### src/core/urx_defs.svh
// constants of the serial receiver: register offsets, fields, resets
// assumes inclusion by urx_pkg and the design modules only
`ifndef URX_DEFS_SVH
`define URX_DEFS_SVH

// register byte offsets
`define URX_OFF_CTRL 12'h000
`define URX_OFF_STATUS 12'h004
`define URX_OFF_DATA 12'h008

// ctrl_status_a control fields
`define URX_CTRL_FILTER 0
`define URX_CTRL_DOUBLE 1
`define URX_CTRL_SIZE_LO 2
`define URX_CTRL_SIZE_HI 4
`define URX_CTRL_TWO_STOP 5
`define URX_CTRL_RX_EN 6
`define URX_CTRL_PAR_EN 7
`define URX_CTRL_PAR_ODD 8
`define URX_CTRL_WIDTH 9
`define URX_CTRL_RESET 9'h00C

// status fields
`define URX_ST_COMPLETE 0
`define URX_ST_FRAME_ERR 1
`define URX_ST_NINTH 2
`define URX_ST_OVERRUN 3
`define URX_ST_PAR_ERR 4

// sample states per bit and first voting sample
`define URX_SAMPLES_NORMAL 5'h10
`define URX_SAMPLES_DOUBLE 5'h08
`define URX_FIRST_NORMAL 5'h08
`define URX_FIRST_DOUBLE 5'h04

// character size code of nine data bits
`define URX_SIZE_NINE 3'h7
`define URX_FRAME_MAX 10

`endif

### src/core/urx_pkg.sv
// types of the serial receiver: states and register state records
// assumes urx_defs.svh on the include path
package urx_pkg;
`include "urx_defs.svh"

	typedef enum logic [1:0] {
		URX_IDLE = 2'b00,
		URX_START = 2'b01,
		URX_DATA = 2'b10,
		URX_STOP = 2'b11
	} urx_state_t;

	typedef struct packed {
		urx_state_t state;
		logic [4:0] cnt;
		logic [3:0] bit_idx;
		logic [1:0] votes;
		logic [`URX_FRAME_MAX-1:0] bits;
		logic stop_bit;
		logic done;
	} urx_rec_t;

	typedef struct packed {
		logic [8:0] data;
		logic frame_err;
		logic par_err;
	} urx_entry_t;

	typedef struct packed {
		logic [`URX_CTRL_WIDTH-1:0] ctrl;
		urx_entry_t [1:0] fifo;
		logic rd_ptr;
		logic wr_ptr;
		logic [1:0] count;
		logic overrun;
		logic [31:0] prdata;
		logic pready;
		logic pslverr;
	} urx_top_t;
endpackage

### src/core/urx_rec_if.sv
// link between the register top and the bit recovery engine
// assumes one clock shared by both ends
`timescale 1ns/1ns
interface urx_rec_if;
	logic enable;
	logic dbl;
	logic [3:0] nbits;
	logic frame_valid;
	logic [9:0] frame_bits;
	logic frame_stop;

	modport ctrl (output enable, output dbl, output nbits,
		input frame_valid, input frame_bits, input frame_stop);
	modport rec (input enable, input dbl, input nbits,
		output frame_valid, output frame_bits, output frame_stop);
endinterface

### src/core/urx_bit_recovery.sv
// oversampling bit recovery with three-sample majority vote
// assumes sample_tick pulses at 16x (or 8x in double speed) the bit rate
`timescale 1ns/1ns
`include "urx_defs.svh"
module urx_bit_recovery
	import urx_pkg::*;
(
	// clock and reset
	input wire logic pclk,
	input wire logic presetn,
	// line side
	input wire logic sample_tick,
	input wire logic rx_serial_pin,
	// engine link
	urx_rec_if.rec rif
);

	urx_rec_t r_reg;
	urx_rec_t r_next;

	always_comb
	begin
		logic [4:0] spb;
		logic [4:0] first;
		logic [4:0] c;
		logic v;
		spb = rif.dbl ? `URX_SAMPLES_DOUBLE : `URX_SAMPLES_NORMAL;
		first = rif.dbl ? `URX_FIRST_DOUBLE : `URX_FIRST_NORMAL;
		c = r_reg.cnt + 5'h01;
		v = 1'b0;
		r_next = r_reg;
		r_next.done = 1'b0;
		if (!rif.enable)
		begin
			r_next.state = URX_IDLE;
			r_next.cnt = 5'h00;
		end
		else if (sample_tick)
		begin
			case (r_reg.state)
				URX_IDLE:
				begin
					if (!rx_serial_pin)
					begin
						r_next.state = URX_START;
						r_next.cnt = 5'h01;
						r_next.bits = '0;
					end
				end
				URX_START, URX_DATA, URX_STOP:
				begin
					r_next.cnt = (c == spb) ? 5'h00 : c;
					// samples first and first+1 kept, first+2 closes vote
					if (c == first)
						r_next.votes[0] = rx_serial_pin;
					if (c == first + 5'h01)
						r_next.votes[1] = rx_serial_pin;
					v = (r_reg.votes[0] & r_reg.votes[1]) |
						(r_reg.votes[0] & rx_serial_pin) |
						(r_reg.votes[1] & rx_serial_pin);
					if (c == first + 5'h02)
					begin
						if (r_reg.state == URX_START && v)
						begin
							r_next.state = URX_IDLE;
							r_next.cnt = 5'h00;
						end
						else if (r_reg.state == URX_DATA)
							r_next.bits[r_reg.bit_idx] = v;
						else if (r_reg.state == URX_STOP)
						begin
							r_next.stop_bit = v;
							r_next.done = 1'b1;
							if (!rif.dbl)
							begin
								r_next.state = URX_IDLE;
								r_next.cnt = 5'h00;
							end
						end
					end
					else if (c == spb)
					begin
						if (r_reg.state == URX_START)
						begin
							r_next.state = URX_DATA;
							r_next.bit_idx = 4'h0;
						end
						else if (r_reg.state == URX_DATA)
						begin
							r_next.bit_idx = r_reg.bit_idx + 4'h1;
							if (r_reg.bit_idx + 4'h1 == rif.nbits)
								r_next.state = URX_STOP;
						end
						else
							r_next.state = URX_IDLE;
					end
				end
				default:
				begin
					r_next.state = URX_IDLE;
				end
			endcase
		end
	end

	always_ff @(posedge pclk or negedge presetn)
	begin
		if (!presetn)
			r_reg <= '0;
		else
			r_reg <= r_next;
	end

	assign rif.frame_valid = r_reg.done;
	assign rif.frame_bits = r_reg.bits;
	assign rif.frame_stop = r_reg.stop_bit;

endmodule // urx_bit_recovery

### src/core/urx_top.sv
// serial receiver top: APB registers, frame filter, two-entry buffer
// assumes an external baud generator giving sample_tick on pclk
`timescale 1ns/1ns
`include "urx_defs.svh"
// Summary of operation
// - each bit except a normal-speed stop bit is walked through 16 sample states, 8 in double speed
// - bit level comes from a vote of three centre samples
// - two or three high samples give 1, otherwise 0
// - first voting sample is 8, or 4 in double speed
// - middle voting sample is 9, or 5 in double speed
// - recovery runs through the first stop bit; later stops are ignored
// - a stop bit voting 0 sets the stored frame error flag
// - normal speed looks for a new start right after stop voting
// - data plus parity bits may total five to ten
// - with filtering on, data frames are dropped before the buffer
// - filter setting never touches the transmitter
// - frame type is first stop bit, or ninth bit for 9-bit frames
// - frame type one means address, zero means data
// - address frames under filtering are stored and flagged as usual
// - one character size setting serves receiver and transmitter
// - start is rejected when two of three centre samples are high
// - double speed cuts the sample divider from 16 to 8
module urx_top
	import urx_pkg::*;
(
	// clock and reset
	input wire logic pclk,
	input wire logic presetn,
	// apb slave
	input wire logic psel,
	input wire logic penable,
	input wire logic pwrite,
	input wire logic [11:0] paddr,
	input wire logic [31:0] pwdata,
	output logic [31:0] prdata,
	output logic pready,
	output logic pslverr,
	// serial line and sample tick
	input wire logic sample_tick,
	input wire logic rx_serial_pin,
	// settings shared with transmitter and baud generator
	output logic [2:0] char_size_sel,
	output logic two_stop_sel,
	output logic double_speed_sel
);

	urx_rec_if rif ();

	urx_top_t s_reg;
	urx_top_t s_next;

	logic [3:0] data_bits;
	logic [8:0] bit_mask;
	logic [8:0] data_masked;
	logic [8:0] par_terms;
	logic par_bit;
	logic frame_type;
	logic ninth;
	urx_entry_t head;

	// character size decode, shared with the transmitter
	always_comb
	begin
		case (s_reg.ctrl[`URX_CTRL_SIZE_HI:`URX_CTRL_SIZE_LO])
			3'h0: data_bits = 4'h5;
			3'h1: data_bits = 4'h6;
			3'h2: data_bits = 4'h7;
			3'h3: data_bits = 4'h8;
			`URX_SIZE_NINE: data_bits = 4'h9;
			default: data_bits = 4'h8;
		endcase
	end

	assign rif.enable = s_reg.ctrl[`URX_CTRL_RX_EN];
	assign rif.dbl = s_reg.ctrl[`URX_CTRL_DOUBLE];
	assign rif.nbits = data_bits +
		{3'h0, s_reg.ctrl[`URX_CTRL_PAR_EN]};

	// per-bit data mask and parity terms
	genvar gi;
	generate
		for (gi = 0; gi < 9; gi = gi + 1)
		begin : g_bit
			assign bit_mask[gi] = (4'(gi) < data_bits);
			assign data_masked[gi] = rif.frame_bits[gi] & bit_mask[gi];
			assign par_terms[gi] = data_masked[gi];
		end
	endgenerate

	assign par_bit = rif.frame_bits[data_bits];
	assign ninth = (data_bits == 4'h9) ? rif.frame_bits[8] : 1'b0;
	// frame type bit selection
	assign frame_type = (data_bits == 4'h9) ? rif.frame_bits[8] :
		rif.frame_stop;
	assign head = s_reg.fifo[s_reg.rd_ptr];

	urx_bit_recovery u_rec (
		.pclk(pclk),
		.presetn(presetn),
		.sample_tick(sample_tick),
		.rx_serial_pin(rx_serial_pin),
		.rif(rif)
	);

	always_comb
	begin
		logic setup;
		logic access;
		logic pop;
		logic push;
		logic mapped;
		logic [31:0] rd;
		urx_entry_t e;
		setup = psel && !penable;
		access = psel && penable && s_reg.pready;
		mapped = (paddr == `URX_OFF_CTRL) || (paddr == `URX_OFF_STATUS) ||
			(paddr == `URX_OFF_DATA);
		pop = access && !pwrite && (paddr == `URX_OFF_DATA) &&
			(s_reg.count != 2'h0);
		push = 1'b0;
		rd = 32'h0000_0000;
		e = '0;
		s_next = s_reg;

		// apb answer: registered in setup, shown in the first access cycle
		s_next.pready = setup;
		s_next.pslverr = setup && !mapped;
		if (setup && !pwrite)
		begin
			case (paddr)
				`URX_OFF_CTRL:
					rd[`URX_CTRL_WIDTH-1:0] = s_reg.ctrl;
				`URX_OFF_STATUS:
				begin
					rd[`URX_ST_COMPLETE] = (s_reg.count != 2'h0);
					rd[`URX_ST_FRAME_ERR] = (s_reg.count != 2'h0) &&
						head.frame_err;
					rd[`URX_ST_NINTH] = (s_reg.count != 2'h0) && head.data[8];
					rd[`URX_ST_OVERRUN] = s_reg.overrun;
					rd[`URX_ST_PAR_ERR] = (s_reg.count != 2'h0) &&
						head.par_err;
				end
				`URX_OFF_DATA:
					rd[7:0] = (s_reg.count != 2'h0) ? head.data[7:0] : 8'h00;
				default:
					rd = 32'h0000_0000;
			endcase
			s_next.prdata = rd;
		end
		else if (setup)
			s_next.prdata = 32'h0000_0000;

		// control write; filter bit only gates reception
		if (access && pwrite && (paddr == `URX_OFF_CTRL))
			s_next.ctrl = pwdata[`URX_CTRL_WIDTH-1:0];

		// frame arrival: classify, filter, store
		if (rif.frame_valid)
		begin
			e.data = {ninth, data_masked[7:0]};
			e.frame_err = !rif.frame_stop;
			e.par_err = s_reg.ctrl[`URX_CTRL_PAR_EN] &&
				((^par_terms) ^ par_bit ^ s_reg.ctrl[`URX_CTRL_PAR_ODD]);
			// address frames (type one) pass; data frames drop if filtering
			push = !(s_reg.ctrl[`URX_CTRL_FILTER] && !frame_type);
		end

		if (push && (s_reg.count == 2'h2) && !pop)
		begin
			s_next.overrun = 1'b1;
			push = 1'b0;
		end
		else if (push)
			s_next.overrun = 1'b0;

		if (push)
		begin
			s_next.fifo[s_reg.wr_ptr] = e;
			s_next.wr_ptr = !s_reg.wr_ptr;
		end
		if (pop)
			s_next.rd_ptr = !s_reg.rd_ptr;
		case ({push, pop})
			2'b10: s_next.count = s_reg.count + 2'h1;
			2'b01: s_next.count = s_reg.count - 2'h1;
			default: s_next.count = s_reg.count;
		endcase

		// receiver disabled: buffer flushed
		if (!s_reg.ctrl[`URX_CTRL_RX_EN])
		begin
			s_next.count = 2'h0;
			s_next.rd_ptr = 1'b0;
			s_next.wr_ptr = 1'b0;
			s_next.overrun = 1'b0;
		end
	end

	always_ff @(posedge pclk or negedge presetn)
	begin
		if (!presetn)
		begin
			s_reg <= '0;
			s_reg.ctrl <= `URX_CTRL_RESET;
		end
		else
			s_reg <= s_next;
	end

	assign prdata = s_reg.prdata;
	assign pready = s_reg.pready;
	assign pslverr = s_reg.pslverr;
	assign char_size_sel = s_reg.ctrl[`URX_CTRL_SIZE_HI:`URX_CTRL_SIZE_LO];
	assign two_stop_sel = s_reg.ctrl[`URX_CTRL_TWO_STOP];
	assign double_speed_sel = s_reg.ctrl[`URX_CTRL_DOUBLE];

endmodule // urx_top

### config.mk
export PLATFORM = sky130hd
export DESIGN_NAME = urx_top
export DESIGN_NICKNAME = d
export VERILOG_FILES = /design/src/core/urx_pkg.sv /design/src/core/urx_rec_if.sv /design/src/core/urx_bit_recovery.sv /design/src/core/urx_top.sv
export VERILOG_INCLUDE_DIRS = /design/src /design/src/core
export SDC_FILE = /design/constraint.sdc
export NUM_CORES = 1
export LEC_CHECK = 0
export BUFFER_PORTS_ARGS = -buffer_cell sky130_fd_sc_hd__buf_2
export CORE_AREA = 4 4 112 114
export DETAILED_ROUTE_END_ITERATION = 6
export DIE_AREA = 0 0 116 118
export GPL_ROUTABILITY_DRIVEN = 0
export PLACE_DENSITY_LB_ADDON = 0.1
export SYNTH_ARGS = -nofsm -noshare
export SYNTH_HDL_FRONTEND = slang
export SYNTH_SLANG_ARGS = --single-unit
### constraint.sdc
create_clock -name pclk -period 6.9 [get_ports pclk]
set_clock_uncertainty 0.15 [all_clocks]
set_input_delay 0.345 -clock pclk [delete_from_list [all_inputs] [get_ports pclk]]
set_output_delay 0.345 -clock pclk [all_outputs]
set_load 0.01 [all_outputs]
==> run metrics, run 1 <==
status=finished clean; peak per-stage delay on the critical path=0.65 ns; Pins Over Slew Limit=0; synthesized area per cell=9.93 sq um; CTS Root Cell=clkbuf_16; Top FF cell, synth=dfrtp_1; DP Wirelength=7.36 mm; Highest Clock Rate=301 MHz; Seq/Total Area, Yosys=0.398; Bufs on Longest Clock Path=2; routed via count=3212; kind of critical path=reg2reg; Req. time, crit path=7.02 ns; antenna violations before repair=0; share of layout cells above drive strength 1=0.212; CP cell instances=ha_1 > nand3_1 > xor2_1 > inv_1 > ha_1 > nand4_1 > or4_1 > or4b_2 > nand2_1; I/O Buffers=43; largest net degree at the start of global routing=73; # hold bufs at CTS=0; Critical path buffers and inverters=1; chip height=118 um; Min Clock Period, post-route=3.32 ns; worst reg2reg setup slack=3.58 ns; cts bufs inserted=9; Final TNS setup=0 ns; Period Utilization, post-route=0.481; RSZ-0062 raised after global routing=no; drc violations=0; CP arrival=3.44 ns; max-cap violations=0; FF-to-FF Start=u_rec.r_reg[18]; Initial Utilization=0.397; row count=39; reg2reg path depth=9; overflow left after global routing=0; # diodes=0; Synth cell types=65; ANT nets after route=0; CTS tree=built; hold-critical path endpoint=rif.enable; final hold violations=0; DR vias/cell=5.11; Tot Pwr=1150 uW; Most Frequent Cell on Critical Path=ha_1; worst vdd ir=0.149 mV; synth-to-layout area growth=9.09%; number of gates resized after cts=0; Iter 0 DRT Violations=180; min-delay src=pwdata[6]; Yosys reg bits=72; first-pass GRT wire length=16.8 mm; RR Endpoint=u_rec.r_reg[16]; Synth Cell Area=4530 sq um; H-tree depth=3; Placeable Area=11400 sq um; final-stage net count=547; vias in the first global route=3232; Reg clk slew, reported paths=0.06 ns; clk_lat worst skew=0.33 ns; kind of capture point of the worst setup path=flip-flop; relative slew slack=0.314; max reg flops=30; P per Cell Area=233 nW/um^2; synthesized instance count=456; WL/cell=16.1 um; CP delay by family, top=simple AND/OR/NAND/NOR gates; final WL=10.1 mm; asr flop ratio synth=1.00; CP Max Fanout=8; slowest stage cell, crit path=or4b_2; Startpoint Class=flip-flop; # IOs=90; DR pass1 iterations=4; Post-synth EDFFs=0; All-Layer GR Usage=0.155; LEAKAGE=0.00232 uW; hold path cells=3; Die Area=13700 sq um; Least-Margin Pin Slew=1.02 ns; Die W=116 um; Setup violations, final=0; Hold WC Path Type=in2reg; post-CTS setup buffers=0; # clock sinks=72; Yosys warnings=0
[worst min-delay path, delay by kind of cell]
kind / cells / cell delay, ns
AO/OA/AOI/OAI: 1 / 0.06
AND/OR/NAND/NOR: 1 / 0.03
buffers and inverters: 1 / 0.08
[cell usage in the layout, fill, tap and decap left out, types with 14 or more instances in the layout]
master,count
dfrtp_1,70
inv_1,16
buf_2,43
o21ai_0,22
conb_1,23
a21oi_1,14
mux2_2,22
mux2i_1,20
nand2_1,49
nor2_1,25
ha_1,16
[power breakdown]
group / internal (uW) / total, uW / switching (uW) / leakage (uW)
clock: 252 / 429 / 177 / 0.000130
combinational: 93.2 / 253 / 160 / 0.00122
sequential: 443 / 468 / 24.7 / 0.000968
[worst max-delay path by stage]
stage,startpoint,endpoint,slack (ns),depth (start not counted)
2_1_floorplan,char_size_sel[0],u_rec.r_reg[24],3.90,10
3_3_place_gp,u_rec.r_reg[18],u_rec.r_reg[16],3.64,9
3_5_place_dp,u_rec.r_reg[18],u_rec.r_reg[16],3.62,9
4_1_cts,u_rec.r_reg[18],u_rec.r_reg[16],3.59,9
5_1_grt,u_rec.r_reg[18],u_rec.r_reg[16],3.35,9
6_report,u_rec.r_reg[18],u_rec.r_reg[16],3.58,9
[cell usage after synthesis (all sizes together) (2+ instances only)]
cell,count,area share
and4,2,0.0039
xnor2,13,0.025
a311oi,2,0.0039
nand3,13,0.014
mux2,32,0.088
nand3b,6,0.0099
o2bb2ai,3,0.0058
dfstp,2,0.012
o21a,4,0.0066
a31oi,3,0.0041
o211ai,2,0.0033
clkbuf,14,0.012
nor3b,2,0.0044
a21o,2,0.0033
a21bo,2,0.0044
dfrtp,70,0.39
inv,16,0.013
nand4,6,0.0083
o211a,2,0.0044
mux2i,20,0.044
a21oi,14,0.015
ha,16,0.044
or4,4,0.0066
nor2b,3,0.0041
and3,3,0.0041
nor3,7,0.0077
buf,40,0.065
or2,3,0.0041
and2,10,0.014
o22ai,3,0.0041
maj3,2,0.0044
a22oi,2,0.0033
a41oi,2,0.0039
nand2b,4,0.0055
nand2,49,0.041
o31ai,2,0.0033
xor2,5,0.0097
nor4,4,0.0069
o21ai,22,0.024
o2111ai,2,0.0039
nor2,25,0.021
[cell type report]
cell class,instances,area [sq um]
inverters,16,60.1
repair buffers,45,230
fillers,1137,6480
well taps,143,179
flip-flops and latches,72,1800
clock buffers,13,250
multi-input cells,336,2400
clock inverters,3,17.5
[metrics by stage]
stage | cell area [sq um] | cells | hold slack [ns] | setup slack, ns | util
finish | 4940 | 628 | 0.0727 | 3.58 | 0.433
detailed placement | 4670 | 612 | 0.316 | 3.62 | 0.409
floorplan | 4610 | 478 | -0.101 | 3.90 | -
CTS | 4940 | 628 | 0.0618 | 3.59 | 0.433
global route | 4940 | 628 | 0.0714 | 3.35 | 0.433
global placement | 4670 | 612 | 0.307 | 3.64 | 0.409
[cells by family after synthesis]
family,Yosys count,share of synthesized area
simple gates,145,0.166
compound gates,77,0.114
flops,72,0.398
buf+inv,70,0.0901
mux,53,0.137
xor+xnor,20,0.0450
fa+ha+maj,18,0.0486
other cells,1,0.000828
[routing by layer]
| layer | track usage | wire, um |
|---|---|---|
| met3 | 0.0267 | 308 |
| met1 | 0.215 | 4900 |
| met4 | 0.0566 | 150 |
| met2 | 0.242 | 4760 |
| met5 | 0 | 0 |
Power figures use the tool's default switching activity.
==> run 2, diff against run 1 <==
==> constraint.sdc (replaced) <==
create_clock -name pclk -period 2.77 [get_ports pclk]
set_clock_uncertainty 0.15 [all_clocks]
set_input_delay 0.1385 -clock pclk [delete_from_list [all_inputs] [get_ports pclk]]
set_output_delay 0.1385 -clock pclk [all_outputs]
set_load 0.01 [all_outputs]
==> run 2 against run 1 <==
- clock power rose to 2.7 times the previous value
- cell count is 6.5% higher
- critical endpoint unchanged
- design area is 10% higher
- die area is the same
- fmax up 24%
- clock-buffer cell count decreased by 2
- sequential share of layout area down 3.4 points
- wire length grew 4.0%
==> run metrics, run 2 (synthesized netlist as in run 1, its figures left out) <==
status=finished clean (unchanged); routed via count=3375 (was 3212); Pins Over Slew Limit=0 (unchanged); overflow left after global routing=0 (unchanged); Placeable Area=11400 sq um (unchanged); Iter 0 DRT Violations=134 (was 180); commonest non-fill, non-tap cell in the layout=dfrtp_1 (unchanged); final-stage net count=589 (was 547); DP Cell Count=642 (was 612); slowest stage cell, crit path=or4_4 (was or4b_2); Final TNS setup=0 ns (unchanged); DR pass1 iterations=4 (unchanged); Clock power frac=0.380 (was 0.373); Finished Layout Cells=669 (was 628); worst vdd ir=0.380 mV (was 0.149 mV); I/O Buffers=43 (unchanged); Fillers=1084 (was 1137); Power Internal=2140 uW (was 789 uW); RSZ-0062 raised after global routing=yes (was no); DP Wirelength=7.79 mm (was 7.36 mm); Post-DP Area=4950 sq um (was 4670 sq um); kind of critical path=reg2reg (unchanged); final hold violations=0 (unchanged); Period Utilization, post-route=0.965 (was 0.481); Sequential Power Share=0.378 (was 0.407); P per Cell Area=568 nW/um^2 (was 233 nW/um^2); # clock sinks=72 (unchanged); Hold WC Path Type=in2reg (unchanged); Req. time, crit path=2.88 ns (was 7.02 ns); cts bufs inserted=9 (unchanged); post-layout util=0.476 (was 0.433); Reg clk slew, reported paths=0.06 ns (about the same); CP Max Fanout=3 (was 8); Switch Pwr=947 uW (was 361 uW); Least-Margin Pin Slew=0.677 ns (was 1.02 ns); row count=39 (unchanged); WL/cell=15.7 um (was 16.1 um); relative slew slack=0.549 (was 0.314); Highest Clock Rate=374 MHz (was 301 MHz); CTS Root Cell=clkbuf_16 (unchanged); Setup violations, final=0 (unchanged); final instance area=5440 sq um (was 4940 sq um); worst setup margin=0.0965 ns (was 3.58 ns); Die W=116 um (unchanged); antenna violations before repair=0 (unchanged); clk_lat worst skew=0.33 ns (about the same); vias in the first global route=3464 (was 3232); Startpoint Class=flip-flop (unchanged); sequential standard cell area=1800 sq um (unchanged); Combinational Power Share=0.242 (was 0.220); max-cap violations=0 (unchanged); peak per-stage delay on the critical path=0.56 ns (was 0.65 ns); most frequent cells in the layout=dfrtp_1, nand2_1, buf_2, buf_4, nor2_1 (was dfrtp_1, nand2_1, buf_2, nor2_1, conb_1); Switching Share=0.307 (was 0.314); dpl ws=0.00449 ns (was 3.62 ns); All-Layer GR Usage=0.164 (was 0.155); share of layout cells above drive strength 1=0.285 (was 0.212); drc violations=0 (unchanged); Min Clock Period, post-route=2.67 ns (was 3.32 ns); # diodes=0 (unchanged); final WL=10.5 mm (was 10.1 mm); synth-to-layout area growth=20.1% (was 9.09%); kind of capture point of the worst setup path=flip-flop (unchanged); Initial Utilization=0.397 (unchanged); DR vias/cell=5.04 (was 5.11); largest net degree at the start of global routing=73 (unchanged); Multi-input gate area=2510 sq um (was 2400 sq um); CP arrival=2.79 ns (was 3.44 ns); H-tree depth=3 (unchanged); CTS tree=built (unchanged); Die Area=13700 sq um (unchanged); chip height=118 um (unchanged); Bufs on Longest Clock Path=2 (unchanged); max reg flops=30 (unchanged); CP cell instances=ha_4 > nand3_4 > xor2_2 > inv_1 > ha_1 > nand4_1 > or4_4 > or4b_4 > nand2_1 (was ha_1 > nand3_1 > xor2_1 > inv_1 > ha_1 > nand4_1 > or4_1 > or4b_2 > nand2_1); # IOs=90 (unchanged); ANT nets after route=0 (unchanged); first-pass GRT wire length=18.0 mm (was 16.8 mm); LEAKAGE=0.00254 uW (was 0.00232 uW)
run 2: changes by cell type in the layout (fill, tap and decap cells not counted), moves of 2 or more:
cell	before	now
xor2_2	0	2
clkinv_2	2	0
xor2_1	5	2
buf_4	2	32
ha_1	16	13
ha_4	0	2
clkinv_4	0	2
clkbuf_1	3	1
dlygate4sd3_1	0	11
nand3_1	13	11
run 2: area by class of cell:
| cell class | instances | area share |
|---|---|---|
| tap | 143 | 0.0329 |
| inverter | 16 | 0.0110 |
| timing repair buffer | 87 | 0.108 |
| multi-input combinational | 336 | 0.462 |
| clock inverter | 4 | 0.0101 |
| sequential | 72 | 0.332 |
| clock buffer | 11 | 0.0446 |
run 2: stage by stage:
step	total power (uW)	hold WS, ns
after floorplan	1680	-0.307
after detailed placement	1910	0.0567
after global placement	1910	0.0554
after global routing	3280	0.0566
final	3090	0.0464
after CTS	3110	0.0340
run 2: routing by layer:
metal	vias to the layer above	routed length, um	GRT usage
li1	1687	-	-
met1	1615	4830	0.217
met2	64	5180	0.271
met3	9	407	0.0329
met4	0	106	0.0428
met5	-	0	0
run 2: worst max-delay path: cells and delay by family (launching register included):
| kind | cells | cell delay (ns) |
|---|---|---|
| buffers and inverters | 1 | 0.07 |
| and+or+nand+nor | 5 | 1.35 |
| adders and majority gates | 2 | 0.46 |
| DFF | 1 | 0.39 |
| xor gates and xnor gates | 1 | 0.19 |
run 2: path summary, 6_finish.rpt:
kind / cells after the start / endpoint / slack [ns] / from
min: 3 / prdata[8] / 0.05 / pwrite
min in group asynchronous: 3 / two_stop_sel / 0.21 / presetn
max in group asynchronous: 3 / char_size_sel[1] / 1.92 / presetn
min reg2reg: 2 / prdata[6] / 0.33 / prdata[6]
max: 9 / u_rec.r_reg[16] / 0.1 / u_rec.r_reg[18]
max reg2reg: 9 / u_rec.r_reg[16] / 0.1 / u_rec.r_reg[18]
run 2: power groups by stage:
stage / clock (uW) / sequential [uW] / combinational (uW)
floorplan: 0 / 1180 / 503
global placement: 0 / 1180 / 724
detailed placement: 0 / 1180 / 724
CTS: 1210 / 1160 / 743
global route: 1260 / 1170 / 846
finish: 1170 / 1170 / 748
run 2: what timing repair did:
| item | CTS | global route |
|---|---|---|
| pin swaps | 2 | 7 |
| setup endpoints to repair | 1 | 3 |
| setup buffers | 0 | 1 |
| hold buffers | 11 | 0 |
| resized for setup | 0 | 14 |
| gates cloned | 0 | 0 |
| hold endpoints to repair | 81 | 0 |
